==> src/verilog/sld_pkg.sv <==
// constants shared by the status lamp driver and its blink timer
// assumes a 125 MHz pclk and a 32-bit apb register port
`default_nettype none

package sld_pkg;

  // ****************************************
  // timing
  // ****************************************
  localparam int unsigned CLK_PERIOD_NS  = 8;
  localparam int unsigned BLINK_HALF_MS  = 250;
  localparam int unsigned BLINK_HALF_CYC = (BLINK_HALF_MS * 1000000) / CLK_PERIOD_NS;
  localparam logic [1:0]  ACT_HOLD_TICKS = 2'h2;

  // ****************************************
  // register map (byte addresses)
  // ****************************************
  localparam logic [11:0] ADDR_CTRL    = 12'h000;
  localparam logic [11:0] ADDR_THR_LOW = 12'h004;
  localparam logic [11:0] ADDR_THR_MID = 12'h008;
  localparam logic [11:0] ADDR_THR_TOP = 12'h00c;
  localparam logic [11:0] ADDR_THR_NRM = 12'h010;
  localparam logic [11:0] ADDR_STATUS  = 12'h014;

  // ctrl fields
  localparam int unsigned CTRL_SINGLE_BIT  = 0;
  localparam int unsigned CTRL_BICOLOR_BIT = 1;
  localparam logic [1:0]  CTRL_RESET       = 2'h0;

  // threshold reset values
  localparam logic [7:0] THR_LOW_RESET = 8'h40;
  localparam logic [7:0] THR_MID_RESET = 8'h80;
  localparam logic [7:0] THR_TOP_RESET = 8'hc0;
  localparam logic [7:0] THR_NRM_RESET = 8'h80;

  // status fields
  localparam int unsigned ST_POWER_YEL = 0;
  localparam int unsigned ST_POWER_BLU = 1;
  localparam int unsigned ST_SYNC      = 2;
  localparam int unsigned ST_SESSION   = 3;
  localparam int unsigned ST_SPARE     = 4;
  localparam int unsigned ST_COMB_GRN  = 5;
  localparam int unsigned ST_COMB_YEL  = 6;
  localparam int unsigned ST_WIRED_RED = 7;
  localparam int unsigned ST_WIRED_GRN = 8;
  localparam int unsigned ST_OPTICAL   = 9;
  localparam int unsigned ST_BAR_LSB   = 10;
  localparam int unsigned ST_ACTIVITY  = 12;

  // ****************************************
  // input encodings
  // ****************************************
  localparam logic [1:0] SPEED_10M   = 2'h0;
  localparam logic [1:0] SPEED_100M  = 2'h1;
  localparam logic [1:0] SPEED_1000M = 2'h2;

  typedef enum logic [1:0] {
    SLD_REG_SCANNING,
    SLD_REG_REGISTERING,
    SLD_REG_REGISTERED
  } sld_reg_state_t;

endpackage

`default_nettype wire

==> src/verilog/sld_blink_gen.sv <==
// free-running blink phase generator for the status lamps
// assumes one clock; half period is given in pclk cycles
`timescale 1ns/100ps
`default_nettype none

module sld_blink_gen #(
  parameter int unsigned HALF_CYC = sld_pkg::BLINK_HALF_CYC
) (
  input  wire logic pclk,
  input  wire logic presetn,
  output logic      phase,
  output logic      tick
);

  logic [31:0] cnt_r;
  logic [31:0] cnt_nxt;
  logic        phase_r;
  logic        phase_nxt;
  logic        tick_r;
  logic        tick_nxt;

  always_comb begin
    tick_nxt  = (cnt_r == 32'(HALF_CYC - 1));
    cnt_nxt   = tick_nxt ? 32'h0 : cnt_r + 32'h1;
    phase_nxt = tick_nxt ? ~phase_r : phase_r;
  end

  always_ff @(posedge pclk or negedge presetn) begin
    if (!presetn) begin
      cnt_r   <= 32'h0;
      phase_r <= 1'b0;
      tick_r  <= 1'b0;
    end else begin
      cnt_r   <= cnt_nxt;
      phase_r <= phase_nxt;
      tick_r  <= tick_nxt;
    end
  end

  assign phase = phase_r;
  assign tick  = tick_r;

endmodule

`default_nettype wire

==> src/verilog/sld_status_lamps.sv <==
// status lamp driver: maps unit status onto front panel lamps
// assumes status inputs synchronous to pclk and an apb master
//
// Notes on behaviour
// [RULE_01] power lamp always lit after reset
// [RULE_02] bicolour power: yellow booting, blue booted
// [RULE_03] wired colour: red 10M, green 100M, orange 1G
// [RULE_04] wired lamp blinks during frame activity
// [RULE_05] single lamp blinks green while scanning
// [RULE_06] single lamp solid green while registering
// [RULE_07] single lamp solid yellow once registered
// [RULE_08] aiming single lamp: green below, yellow above
// [RULE_09] aiming three lamps form power bar graph
// [RULE_10] sync lamp follows sync state in operation
// [RULE_11] optical lamp green while optical link up
// [RULE_12] bar level from three ascending thresholds
`timescale 1ns/100ps
`default_nettype none

module sld_status_lamps #(
  parameter int unsigned BLINK_HALF_CYC = sld_pkg::BLINK_HALF_CYC
) (
  input  wire logic        pclk,
  input  wire logic        presetn,
  // apb slave
  input  wire logic        psel,
  input  wire logic        penable,
  input  wire logic        pwrite,
  input  wire logic [11:0] paddr,
  input  wire logic [31:0] pwdata,
  output logic [31:0]      prdata,
  output logic             pready,
  output logic             pslverr,
  // unit status
  input  wire logic        boot_done,
  input  wire logic        aiming_mode,
  input  wire logic        sync_ok,
  input  wire logic [1:0]  reg_state,
  input  wire logic [7:0]  rx_power,
  input  wire logic        link_up,
  input  wire logic [1:0]  link_speed,
  input  wire logic        frame_activity,
  input  wire logic        optical_link_up,
  // lamps
  output logic             power_indicator_yellow,
  output logic             power_indicator_blue,
  output logic             sync_lamp,
  output logic             session_lamp,
  output logic             spare_bar_lamp,
  output logic             combined_session_lamp_green,
  output logic             combined_session_lamp_yellow,
  output logic             wired_link_lamp_red,
  output logic             wired_link_lamp_green,
  output logic             optical_port_lamp
);

  // ****************************************
  // helpers
  // ****************************************
  function automatic logic [1:0] bar_level(input logic [7:0] power_indicator, input logic [7:0] t0,
                                           input logic [7:0] t1,  input logic [7:0] t2);
    logic [1:0] lvl;
    lvl = 2'h0;
    if (power_indicator >= t0) lvl = 2'h1;
    if (power_indicator >= t1) lvl = 2'h2;
    if (power_indicator >= t2) lvl = 2'h3;
    return lvl;
  endfunction

  function automatic logic [31:0] pad8(input logic [7:0] v);
    return {24'h0, v};
  endfunction

  // ****************************************
  // blink timing
  // ****************************************
  logic blink_phase;
  logic blink_tick;

  sld_blink_gen #(
    .HALF_CYC (BLINK_HALF_CYC)
  ) u_blink (
    .pclk    (pclk),
    .presetn (presetn),
    .phase   (blink_phase),
    .tick    (blink_tick)
  );

  // ****************************************
  // apb register file
  // ****************************************
  logic [1:0]  ctrl_r;
  logic [1:0]  ctrl_nxt;
  logic [7:0]  thr_low_r;
  logic [7:0]  thr_low_nxt;
  logic [7:0]  thr_mid_r;
  logic [7:0]  thr_mid_nxt;
  logic [7:0]  thr_top_r;
  logic [7:0]  thr_top_nxt;
  logic [7:0]  thr_nrm_r;
  logic [7:0]  thr_nrm_nxt;
  logic [31:0] prdata_r;
  logic [31:0] prdata_nxt;
  logic        pready_r;
  logic        pready_nxt;
  logic        pslverr_r;
  logic        pslverr_nxt;
  logic [31:0] status_word;
  logic        wr_commit;
  logic        addr_hit;

  // one wait state keeps prdata and pready straight from flops
  always_comb begin
    ctrl_nxt    = ctrl_r;
    thr_low_nxt = thr_low_r;
    thr_mid_nxt = thr_mid_r;
    thr_top_nxt = thr_top_r;
    thr_nrm_nxt = thr_nrm_r;
    prdata_nxt  = 32'h0;
    pslverr_nxt = 1'b0;
    pready_nxt  = psel && penable && !pready_r;
    wr_commit   = psel && penable && pready_r && pwrite;
    addr_hit    = 1'b1;
    case (paddr)
      sld_pkg::ADDR_CTRL:    prdata_nxt = {30'h0, ctrl_r};
      sld_pkg::ADDR_THR_LOW: prdata_nxt = pad8(thr_low_r);
      sld_pkg::ADDR_THR_MID: prdata_nxt = pad8(thr_mid_r);
      sld_pkg::ADDR_THR_TOP: prdata_nxt = pad8(thr_top_r);
      sld_pkg::ADDR_THR_NRM: prdata_nxt = pad8(thr_nrm_r);
      sld_pkg::ADDR_STATUS:  prdata_nxt = status_word;
      default:               addr_hit   = 1'b0;
    endcase
    prdata_nxt  = (pready_nxt && !pwrite) ? prdata_nxt : 32'h0;
    pslverr_nxt = pready_nxt && !addr_hit;
    if (wr_commit) begin
      case (paddr)
        sld_pkg::ADDR_CTRL:    ctrl_nxt    = pwdata[1:0];
        sld_pkg::ADDR_THR_LOW: thr_low_nxt = pwdata[7:0];
        sld_pkg::ADDR_THR_MID: thr_mid_nxt = pwdata[7:0];
        sld_pkg::ADDR_THR_TOP: thr_top_nxt = pwdata[7:0];
        sld_pkg::ADDR_THR_NRM: thr_nrm_nxt = pwdata[7:0];
        default:               ctrl_nxt    = ctrl_r;
      endcase
    end
  end

  always_ff @(posedge pclk or negedge presetn) begin
    if (!presetn) begin
      ctrl_r    <= sld_pkg::CTRL_RESET;
      thr_low_r <= sld_pkg::THR_LOW_RESET;
      thr_mid_r <= sld_pkg::THR_MID_RESET;
      thr_top_r <= sld_pkg::THR_TOP_RESET;
      thr_nrm_r <= sld_pkg::THR_NRM_RESET;
      prdata_r  <= 32'h0;
      pready_r  <= 1'b0;
      pslverr_r <= 1'b0;
    end else begin
      ctrl_r    <= ctrl_nxt;
      thr_low_r <= thr_low_nxt;
      thr_mid_r <= thr_mid_nxt;
      thr_top_r <= thr_top_nxt;
      thr_nrm_r <= thr_nrm_nxt;
      prdata_r  <= prdata_nxt;
      pready_r  <= pready_nxt;
      pslverr_r <= pslverr_nxt;
    end
  end

  // ****************************************
  // activity stretch
  // ****************************************
  // a single frame may be far shorter than a blink, so hold it
  logic [1:0] act_cnt_r;
  logic [1:0] act_cnt_nxt;
  logic       act_busy;

  always_comb begin
    act_busy    = (act_cnt_r != 2'h0);
    act_cnt_nxt = act_cnt_r;
    if (frame_activity) begin
      act_cnt_nxt = sld_pkg::ACT_HOLD_TICKS;                       // [RULE_04]
    end else if (blink_tick && act_busy) begin
      act_cnt_nxt = act_cnt_r - 2'h1;
    end
  end

  always_ff @(posedge pclk or negedge presetn) begin
    if (!presetn) begin
      act_cnt_r <= 2'h0;
    end else begin
      act_cnt_r <= act_cnt_nxt;
    end
  end

  // ****************************************
  // lamp mapping
  // ****************************************
  logic       pwr_yel_r;
  logic       pwr_yel_nxt;
  logic       pwr_blu_r;
  logic       pwr_blu_nxt;
  logic       sync_r;
  logic       sync_nxt;
  logic       sess_r;
  logic       sess_nxt;
  logic       spare_r;
  logic       spare_nxt;
  logic       comb_grn_r;
  logic       comb_grn_nxt;
  logic       comb_yel_r;
  logic       comb_yel_nxt;
  logic       wred_r;
  logic       wred_nxt;
  logic       wgrn_r;
  logic       wgrn_nxt;
  logic       opt_r;
  logic       opt_nxt;
  logic [1:0] bar_r;
  logic [1:0] bar_nxt;
  logic       single_var;
  logic       bicolor;
  logic       wired_on;

  always_comb begin
    single_var = ctrl_r[sld_pkg::CTRL_SINGLE_BIT];
    bicolor    = ctrl_r[sld_pkg::CTRL_BICOLOR_BIT];
    bar_nxt    = bar_level(rx_power, thr_low_r, thr_mid_r, thr_top_r); // [RULE_12]
    // power lamp never goes dark
    pwr_yel_nxt = bicolor && !boot_done;                            // [RULE_01] [RULE_02]
    pwr_blu_nxt = !bicolor || boot_done;                            // [RULE_01] [RULE_02]
    // wired link: orange is red and green together
    wired_on = link_up && !(act_busy && !blink_phase);              // [RULE_04]
    wred_nxt = 1'b0;
    wgrn_nxt = 1'b0;
    case (link_speed)
      sld_pkg::SPEED_10M:   wred_nxt = wired_on;                    // [RULE_03]
      sld_pkg::SPEED_100M:  wgrn_nxt = wired_on;                    // [RULE_03]
      sld_pkg::SPEED_1000M: begin
        wred_nxt = wired_on;                                        // [RULE_03]
        wgrn_nxt = wired_on;
      end
      default:              wred_nxt = 1'b0;
    endcase
    opt_nxt = optical_link_up;                                      // [RULE_11]
    sync_nxt     = 1'b0;
    sess_nxt     = 1'b0;
    spare_nxt    = 1'b0;
    comb_grn_nxt = 1'b0;
    comb_yel_nxt = 1'b0;
    if (single_var) begin
      if (aiming_mode) begin
        comb_yel_nxt = (rx_power > thr_nrm_r);                      // [RULE_08]
        comb_grn_nxt = !(rx_power > thr_nrm_r);                     // [RULE_08]
      end else begin
        case (reg_state)
          sld_pkg::SLD_REG_SCANNING:    comb_grn_nxt = blink_phase; // [RULE_05]
          sld_pkg::SLD_REG_REGISTERING: comb_grn_nxt = 1'b1;        // [RULE_06]
          sld_pkg::SLD_REG_REGISTERED:  comb_yel_nxt = 1'b1;        // [RULE_07]
          default:                      comb_grn_nxt = 1'b0;
        endcase
      end
    end else if (aiming_mode) begin
      sync_nxt  = (bar_nxt >= 2'h1);                                // [RULE_09]
      sess_nxt  = (bar_nxt >= 2'h2);                                // [RULE_09]
      spare_nxt = (bar_nxt == 2'h3);                                // [RULE_09]
    end else begin
      sync_nxt = sync_ok;                                           // [RULE_10]
      sess_nxt = (reg_state == sld_pkg::SLD_REG_REGISTERED);
    end
  end

  always_ff @(posedge pclk or negedge presetn) begin
    if (!presetn) begin
      pwr_yel_r  <= 1'b0;
      pwr_blu_r  <= 1'b1;
      sync_r     <= 1'b0;
      sess_r     <= 1'b0;
      spare_r    <= 1'b0;
      comb_grn_r <= 1'b0;
      comb_yel_r <= 1'b0;
      wred_r     <= 1'b0;
      wgrn_r     <= 1'b0;
      opt_r      <= 1'b0;
      bar_r      <= 2'h0;
    end else begin
      pwr_yel_r  <= pwr_yel_nxt;
      pwr_blu_r  <= pwr_blu_nxt;
      sync_r     <= sync_nxt;
      sess_r     <= sess_nxt;
      spare_r    <= spare_nxt;
      comb_grn_r <= comb_grn_nxt;
      comb_yel_r <= comb_yel_nxt;
      wred_r     <= wred_nxt;
      wgrn_r     <= wgrn_nxt;
      opt_r      <= opt_nxt;
      bar_r      <= bar_nxt;
    end
  end

  // ****************************************
  // status readback and outputs
  // ****************************************
  always_comb begin
    status_word                                  = 32'h0;
    status_word[sld_pkg::ST_POWER_YEL]           = pwr_yel_r;
    status_word[sld_pkg::ST_POWER_BLU]           = pwr_blu_r;
    status_word[sld_pkg::ST_SYNC]                = sync_r;
    status_word[sld_pkg::ST_SESSION]             = sess_r;
    status_word[sld_pkg::ST_SPARE]               = spare_r;
    status_word[sld_pkg::ST_COMB_GRN]            = comb_grn_r;
    status_word[sld_pkg::ST_COMB_YEL]            = comb_yel_r;
    status_word[sld_pkg::ST_WIRED_RED]           = wred_r;
    status_word[sld_pkg::ST_WIRED_GRN]           = wgrn_r;
    status_word[sld_pkg::ST_OPTICAL]             = opt_r;
    status_word[sld_pkg::ST_BAR_LSB +: 2]        = bar_r;
    status_word[sld_pkg::ST_ACTIVITY]            = act_busy;
  end

  assign prdata                       = prdata_r;
  assign pready                       = pready_r;
  assign pslverr                      = pslverr_r;
  assign power_indicator_yellow       = pwr_yel_r;
  assign power_indicator_blue         = pwr_blu_r;
  assign sync_lamp                    = sync_r;
  assign session_lamp                 = sess_r;
  assign spare_bar_lamp               = spare_r;
  assign combined_session_lamp_green  = comb_grn_r;
  assign combined_session_lamp_yellow = comb_yel_r;
  assign wired_link_lamp_red          = wred_r;
  assign wired_link_lamp_green        = wgrn_r;
  assign optical_port_lamp            = opt_r;

endmodule

`default_nettype wire
==> config.mk <==
export PLATFORM = sky130hd
export DESIGN_NAME = sld_status_lamps
export DESIGN_NICKNAME = d
export VERILOG_FILES = /design/src/verilog/sld_pkg.sv /design/src/verilog/sld_blink_gen.sv /design/src/verilog/sld_status_lamps.sv
export SDC_FILE = /design/constraint.sdc
export NUM_CORES = 1
export LEC_CHECK = 0
export BUFFER_PORTS_ARGS = -buffer_cell sky130_fd_sc_hd__buf_2
export CORE_AREA = 2 2 139 141
export DETAILED_ROUTE_END_ITERATION = 12
export DIE_AREA = 0 0 141 143
export PLACE_DENSITY = 0.45
export RECOVER_POWER = 100
export SYNTH_ARGS = -nofsm -noshare
export SYNTH_HDL_FRONTEND = slang
export SYNTH_HIERARCHICAL = 1
export SYNTH_SLANG_ARGS = --single-unit
==> constraint.sdc <==
create_clock -name pclk -period 3.45 [get_ports pclk]
set_input_delay 0.345 -clock pclk [delete_from_list [all_inputs] [get_ports pclk]]
set_output_delay 0.345 -clock pclk [all_outputs]
set_load 0.01 [all_outputs]
======== After elaboration in Yosys (flattened, before gate mapping) ========
Cells that the tools add are included.
storage, ports and cells
  register bits after elaboration ......... 116
  latch bits .............................. 0
  bits in writable memories ............... 0
  bits in read-only memories .............. 0
  bits of input ports ..................... 67
  output and inout port bits .............. 44
  word-level logic and storage cells ...... 98
  memories ................................ 0
cells by class
  add/subtract/negate cells ............... 2
  multipliers ............................. 0
  divide/modulo/power cells ............... 0
  order comparisons ....................... 6
  equal/unequal tests ..................... 11
  shift-type cells ........................ 0
  multiplexer cells ....................... 23
  bitwise gates (word level) .............. 1
  reductions and logical operators ........ 32
operators with widths
  cell                                                               count
  one-hot mux 13 bit (6 select lines)                                1
  two-way mux 32 bit                                                 2
  adder 32 x 1 -> 32 bit, second input constant                      1
  == test 32 x 25 -> 1 bit, second input constant                    1
  == test 12 x 4 -> 1 bit, second input constant                     2
  == test 12 x 5 -> 1 bit, second input constant                     2
  greater-or-equal comparator 8 bit                                  3
  two-way mux 1 bit                                                  15
  == test 12 x 3 -> 1 bit, second input constant                     1
  logical NOT 12 bit                                                 1
  logical AND 1 bit                                                  10
  AND reduction 2 bit                                                5
  > comparator 8 bit                                                 1
  logical NOT 1 bit                                                  8
  two-way mux 2 bit                                                  4
  == test 2 bit, second input constant                               3
  OR reduction 6 bit                                                 1
  == test 2 x 1 -> 1 bit, second input constant                      2
  logical NOT 2 bit                                                  2
  nonzero test 2 bit                                                 2
  OR reduction 2 bit                                                 2
  greater-or-equal comparator 2 x 1 -> 1 bit, second input constant  1
  greater-or-equal comparator 2 bit, second input constant           1
  one-hot mux 1 bit (2 select lines)                                 1
  3 further kinds                                                    3

======== Logic depth before layout (Yosys ltp) ========
  depth in word-level cells ............... 7
  mapped depth ............................ 6
  depth with buffers taken out ............ 6

======== By module ========
The synthesis kept the hierarchy.
by module, submodules not included
  module            times used  cells each  area each (sq um)
  sld_status_lamps  1           351         3772.4
  sld_blink_gen     1           168         1724.2

======== Worst setup path after synthesis ========
No wires, ideal clock.
  kind .................................... reg-to-reg
  from .................................... reg u_blink.cnt_r[0]
  to ...................................... reg u_blink.cnt_r[20]
  setup time .............................. 73 ps
  data arrival time ....................... 1710 ps
  data required time ...................... 3377 ps
  path slack .............................. 1667 ps
  stages on the path, launching flop included .. 7
  buffers on the path ..................... 1
  clock period less this slack ............ 1783 ps
  cells stage by stage .................... dfrtp_1 -> ha_1 -> nand3_4 -> or2_1 -> buf_6 -> or4_4 -> a21oi_2
between the ends
  longest elaborated chain between the ends .. 2
  elaborated cells on any way between the ends .. 3
  those cells by class .................... add/sub (1); eq/ne (1); mux (1)
ends and longest elaborated chain
  element                                                             line                                      text
  start: declaration                                                  sld_blink_gen.sv:15                       logic [31:0] cnt_r;
  start signal: assignment                                            sld_blink_gen.sv:34                       cnt_r <= cnt_nxt;
  adder 32 x 1 -> 32 bit or == test 32 x 25 -> 1 bit (tied branches)  sld_blink_gen.sv:24, sld_blink_gen.sv:23
  two-way mux 32 bit (*)                                              sld_blink_gen.sv:24                       cnt_nxt = tick_nxt ? 32'h0 : cnt_r + 32'h1;
  net u_blink.cnt_nxt[20]                                             sld_blink_gen.sv:16                       logic [31:0] cnt_nxt;
The timed path passes the listed nets; every way through them passes the cells marked *.
A chain may end at the register's enable or synchronous reset.

======== Final worst setup path ========
  from .................................... in paddr[2]
  to ...................................... reg thr_low_r[0]
between the ends
  longest elaborated chain between the ends .. 2
ends and longest elaborated chain
  element                        line                     text
  start: declaration             sld_status_lamps.sv:29   input wire logic [11:0] paddr,
  == test 12 x 3 -> 1 bit        sld_status_lamps.sv:136  case (paddr)
  AND reduction 2 bit (no line)  n/a
  end signal: assignment         sld_status_lamps.sv:150  thr_low_r <= sld_pkg::THR_LOW_RESET;
  end signal: assignment         sld_status_lamps.sv:159  thr_low_r <= thr_low_nxt;
  end: declaration               sld_status_lamps.sv:94   logic [7:0] thr_low_r;
No other way between the ends.

==> out/results.ini <==
[timing]
max_freq_mhz = 361
relSlewSlack_pct = -64.5
tns_ns = 0
setup_violations = 0
period_needed_ns = 2.77
worst_slack_ns = 0.676
hold_ws_ns = 0.105
rsz0062_at_grt = false
hold_viol_final = 0
skew_ns = 0.00791
slew_violations = 70
tightest_slew_ns = 2.47
period_share_pct = 80.4

[die]
coreArea_mm2 = 0.0186
fp-row-count = 50
dieHeight_um = 143
ioPinCount = 111
start_util_pct = 29.6
dieArea_mm2 = 0.0202
die_w_um = 141

[yosys]
yosys.area_share.simple_pct = 18.1
synth_commonest_cells = dfrtp_1, inv_1, ha_1
synth_top_family_by_area = simple AND/OR/NAND/NOR gates
async_flop_share_pct = 100
synth_top_area_share_pct = 41.4
syn_avg_cell_area_um2 = 10.6
synth_largest_area_cell = dfrtp_1
synth_area_mm2 = 0.00550
seq_area_frac_synth_pct = 44.3
ys.flop_type = dfrtp_1
synth_adder_area_share_pct = 8.19
synth_compound_area_share_pct = 8.74
postSynthCellCount = 519
synthMuxAreaShare_pct = 9.99
synth_seq_cells = 97
yosysMostFrequentCell = dfrtp_1
synthXorXnorAreaFrac_pct = 3.51
yosysWarnings = 6
synthTopCellsByArea = dfrtp_1, ha_1, mux2_4
synth_cell_types = 60
synth_edf_count = 0

[job]
max_cap_violations = 2

[clock_network]
clkSinkCount = 97
hold_buffers = 0
cts_root_buf = clkbuf_16
cts_setup_buffers = 0
cts_tree = done
numCtsBuffers = 9
cts_max_path_buffers = 2
clk_pin_slew_ns = 0.07
cts.htree.levels = 3
ctsResizeCount = 0
clock_latency_ns = 0.35

[route]
viasPerCell = 4.93
vias = 4067
route.detailed.drc = 0
wl_mm = 13.5
drtIter0Drc = 235
wl_per_cell_um = 16.4
ant_nets = 0
firstDrtPassIters = 7

[layout]
drive_above_1_share_pct = 13.7
register_area_mm2 = 0.00243
antenna_cells = 0
synthToLayoutAreaGrowth_pct = 12.1
layout.nets = 689
multiInputGateArea_mm2 = 0.00265
finalNonFillerCells = 825
fill_cells = 1906

[power]
ir_drop_uv = 225
power_density_mw_per_mm2 = 377
leakagePower_nw = 2.80

[critical_path]
cpPeakStageDelay_ns = 1.13
worstSetupStartpointType = primary input
cp_max_fo = 22
path_delay_family = buffers and inverters
crit_path_end_kind = register
cp_cell_sequence = clkbuf_1 > nor3b_1 > and4_1 > buf_4 > and2_0 > mux2_2
cp_num_buf_inv = 2
critical_path_class = primary input to register
cp.required_ns = 3.69
crit_path_top_delay_cell = clkbuf_1
worstPathArrival_ns = 3.01

[global_routing]
grt_pass1_wl_mm = 22.0
grt_max_degree = 47
grt_antenna_before_repair = 0
grt_usage_pct = 14.1
grt_pass1_vias = 4035
grt_overflow = 0

[placed_design]
dpl.cell_count = 809
hpwl_mm = 10.3
port_buffers = 67
place.gp.congestion = 0.800
place_ws_ns = 1.03

[min_path]
min_path_type = primary input to register

[outcome]
status = complete, but fails checks
failed_checks = max-capacitance violations, max-slew violations

final timing paths:
check | startpoint | end | slack, ns | cells after the start
setup / recovery | paddr[2] | thr_low_r[0] | 0.68 | 6
hold / removal | optical_link_up | optical_port_lamp | 0.11 | 1
setup reg to reg | pready | thr_top_r[0] | 0.98 | 4
hold reg to reg | bar_r[0] | prdata[10] | 0.46 | 1
max in group asynchronous | presetn | thr_top_r[6] | 1.22 | 2
min in group asynchronous | presetn | thr_low_r[1] | 0.76 | 1
layout make-up:
type,instances,share of cell area [%]
inverter,43,2.62
sequential,97,39.5
clock buffer,9,3.66
clock inverter,7,1.16
timing repair buffer,71,5.32
multi-input combinational,364,43.0
tap,234,4.75
flip-flops by register name, summed over array words and instances, names as in the netlist, 2 cells and up:
| register | cells |
|---|---|
| thr_top_r | 8 |
| prdata | 13 |
| ctrl_r | 2 |
| act_cnt_r | 2 |
| u_blink/cnt_r | 32 |
| thr_mid_r | 8 |
| thr_nrm_r | 8 |
| thr_low_r | 8 |
| bar_r | 2 |
logic make-up (layout without fill, tap and decap cells):
family,after synthesis,after routing
DFF,97,97
AOI/OAI and AO/OA,74,74
other,1,19
xor gates and xnor gates,22,22
muxes,43,43
buffers and inverters,76,130
adders and majority gates,36,36
and+or+nand+nor,170,170
per-stage QoR:
step / utilization, % / total power [mW] / cell area, um2
after global placement: 32.3 / 1.33 / 6000
after detailed placement: 32.3 / 1.33 / 6000
after global routing: 33.2 / 2.43 / 6160
final: 33.2 / 2.32 / 6160
after floorplan: - / 1.26 / 5560
after CTS: 33.9 / 2.37 / 6290
power breakdown:
group / switching [mW] / internal, mW / total (mW)
sequential: 0.00364 / 1.14 / 1.15
clock: 0.459 / 0.561 / 1.02
combinational: 0.104 / 0.0536 / 0.158
layout by cell type, fill, tap and decap left out, types with 7 or more instances in the layout:
cell type and instances:
buf_2 40, inv_1 43, clkbuf_16 9, mux2i_1 14
conb_1 19, a22oi_1 7, nor2_1 35, clkbuf_1 28
nand4_1 16, dfrtp_1 91, mux2_1 16, a21oi_1 16
xnor2_1 13, o31ai_1 8, nand3_1 21, mux2_2 11
nand2_1 25, and3_1 10, ha_1 36, o21ai_0 20
xor2_1 9, and4_1 14
per-layer routing:
layer / vias up / part of all wire (%) / global-route usage (%)
met5: - / 0 / 0
met4: 0 / 1.7 / 4.42
met3: 18 / 4.6 / 3.05
met2: 101 / 43 / 21.3
met1: 1990 / 50 / 20.2
li1: 1958 / - / -
No activity file was read; power rests on OpenSTA's default activity.
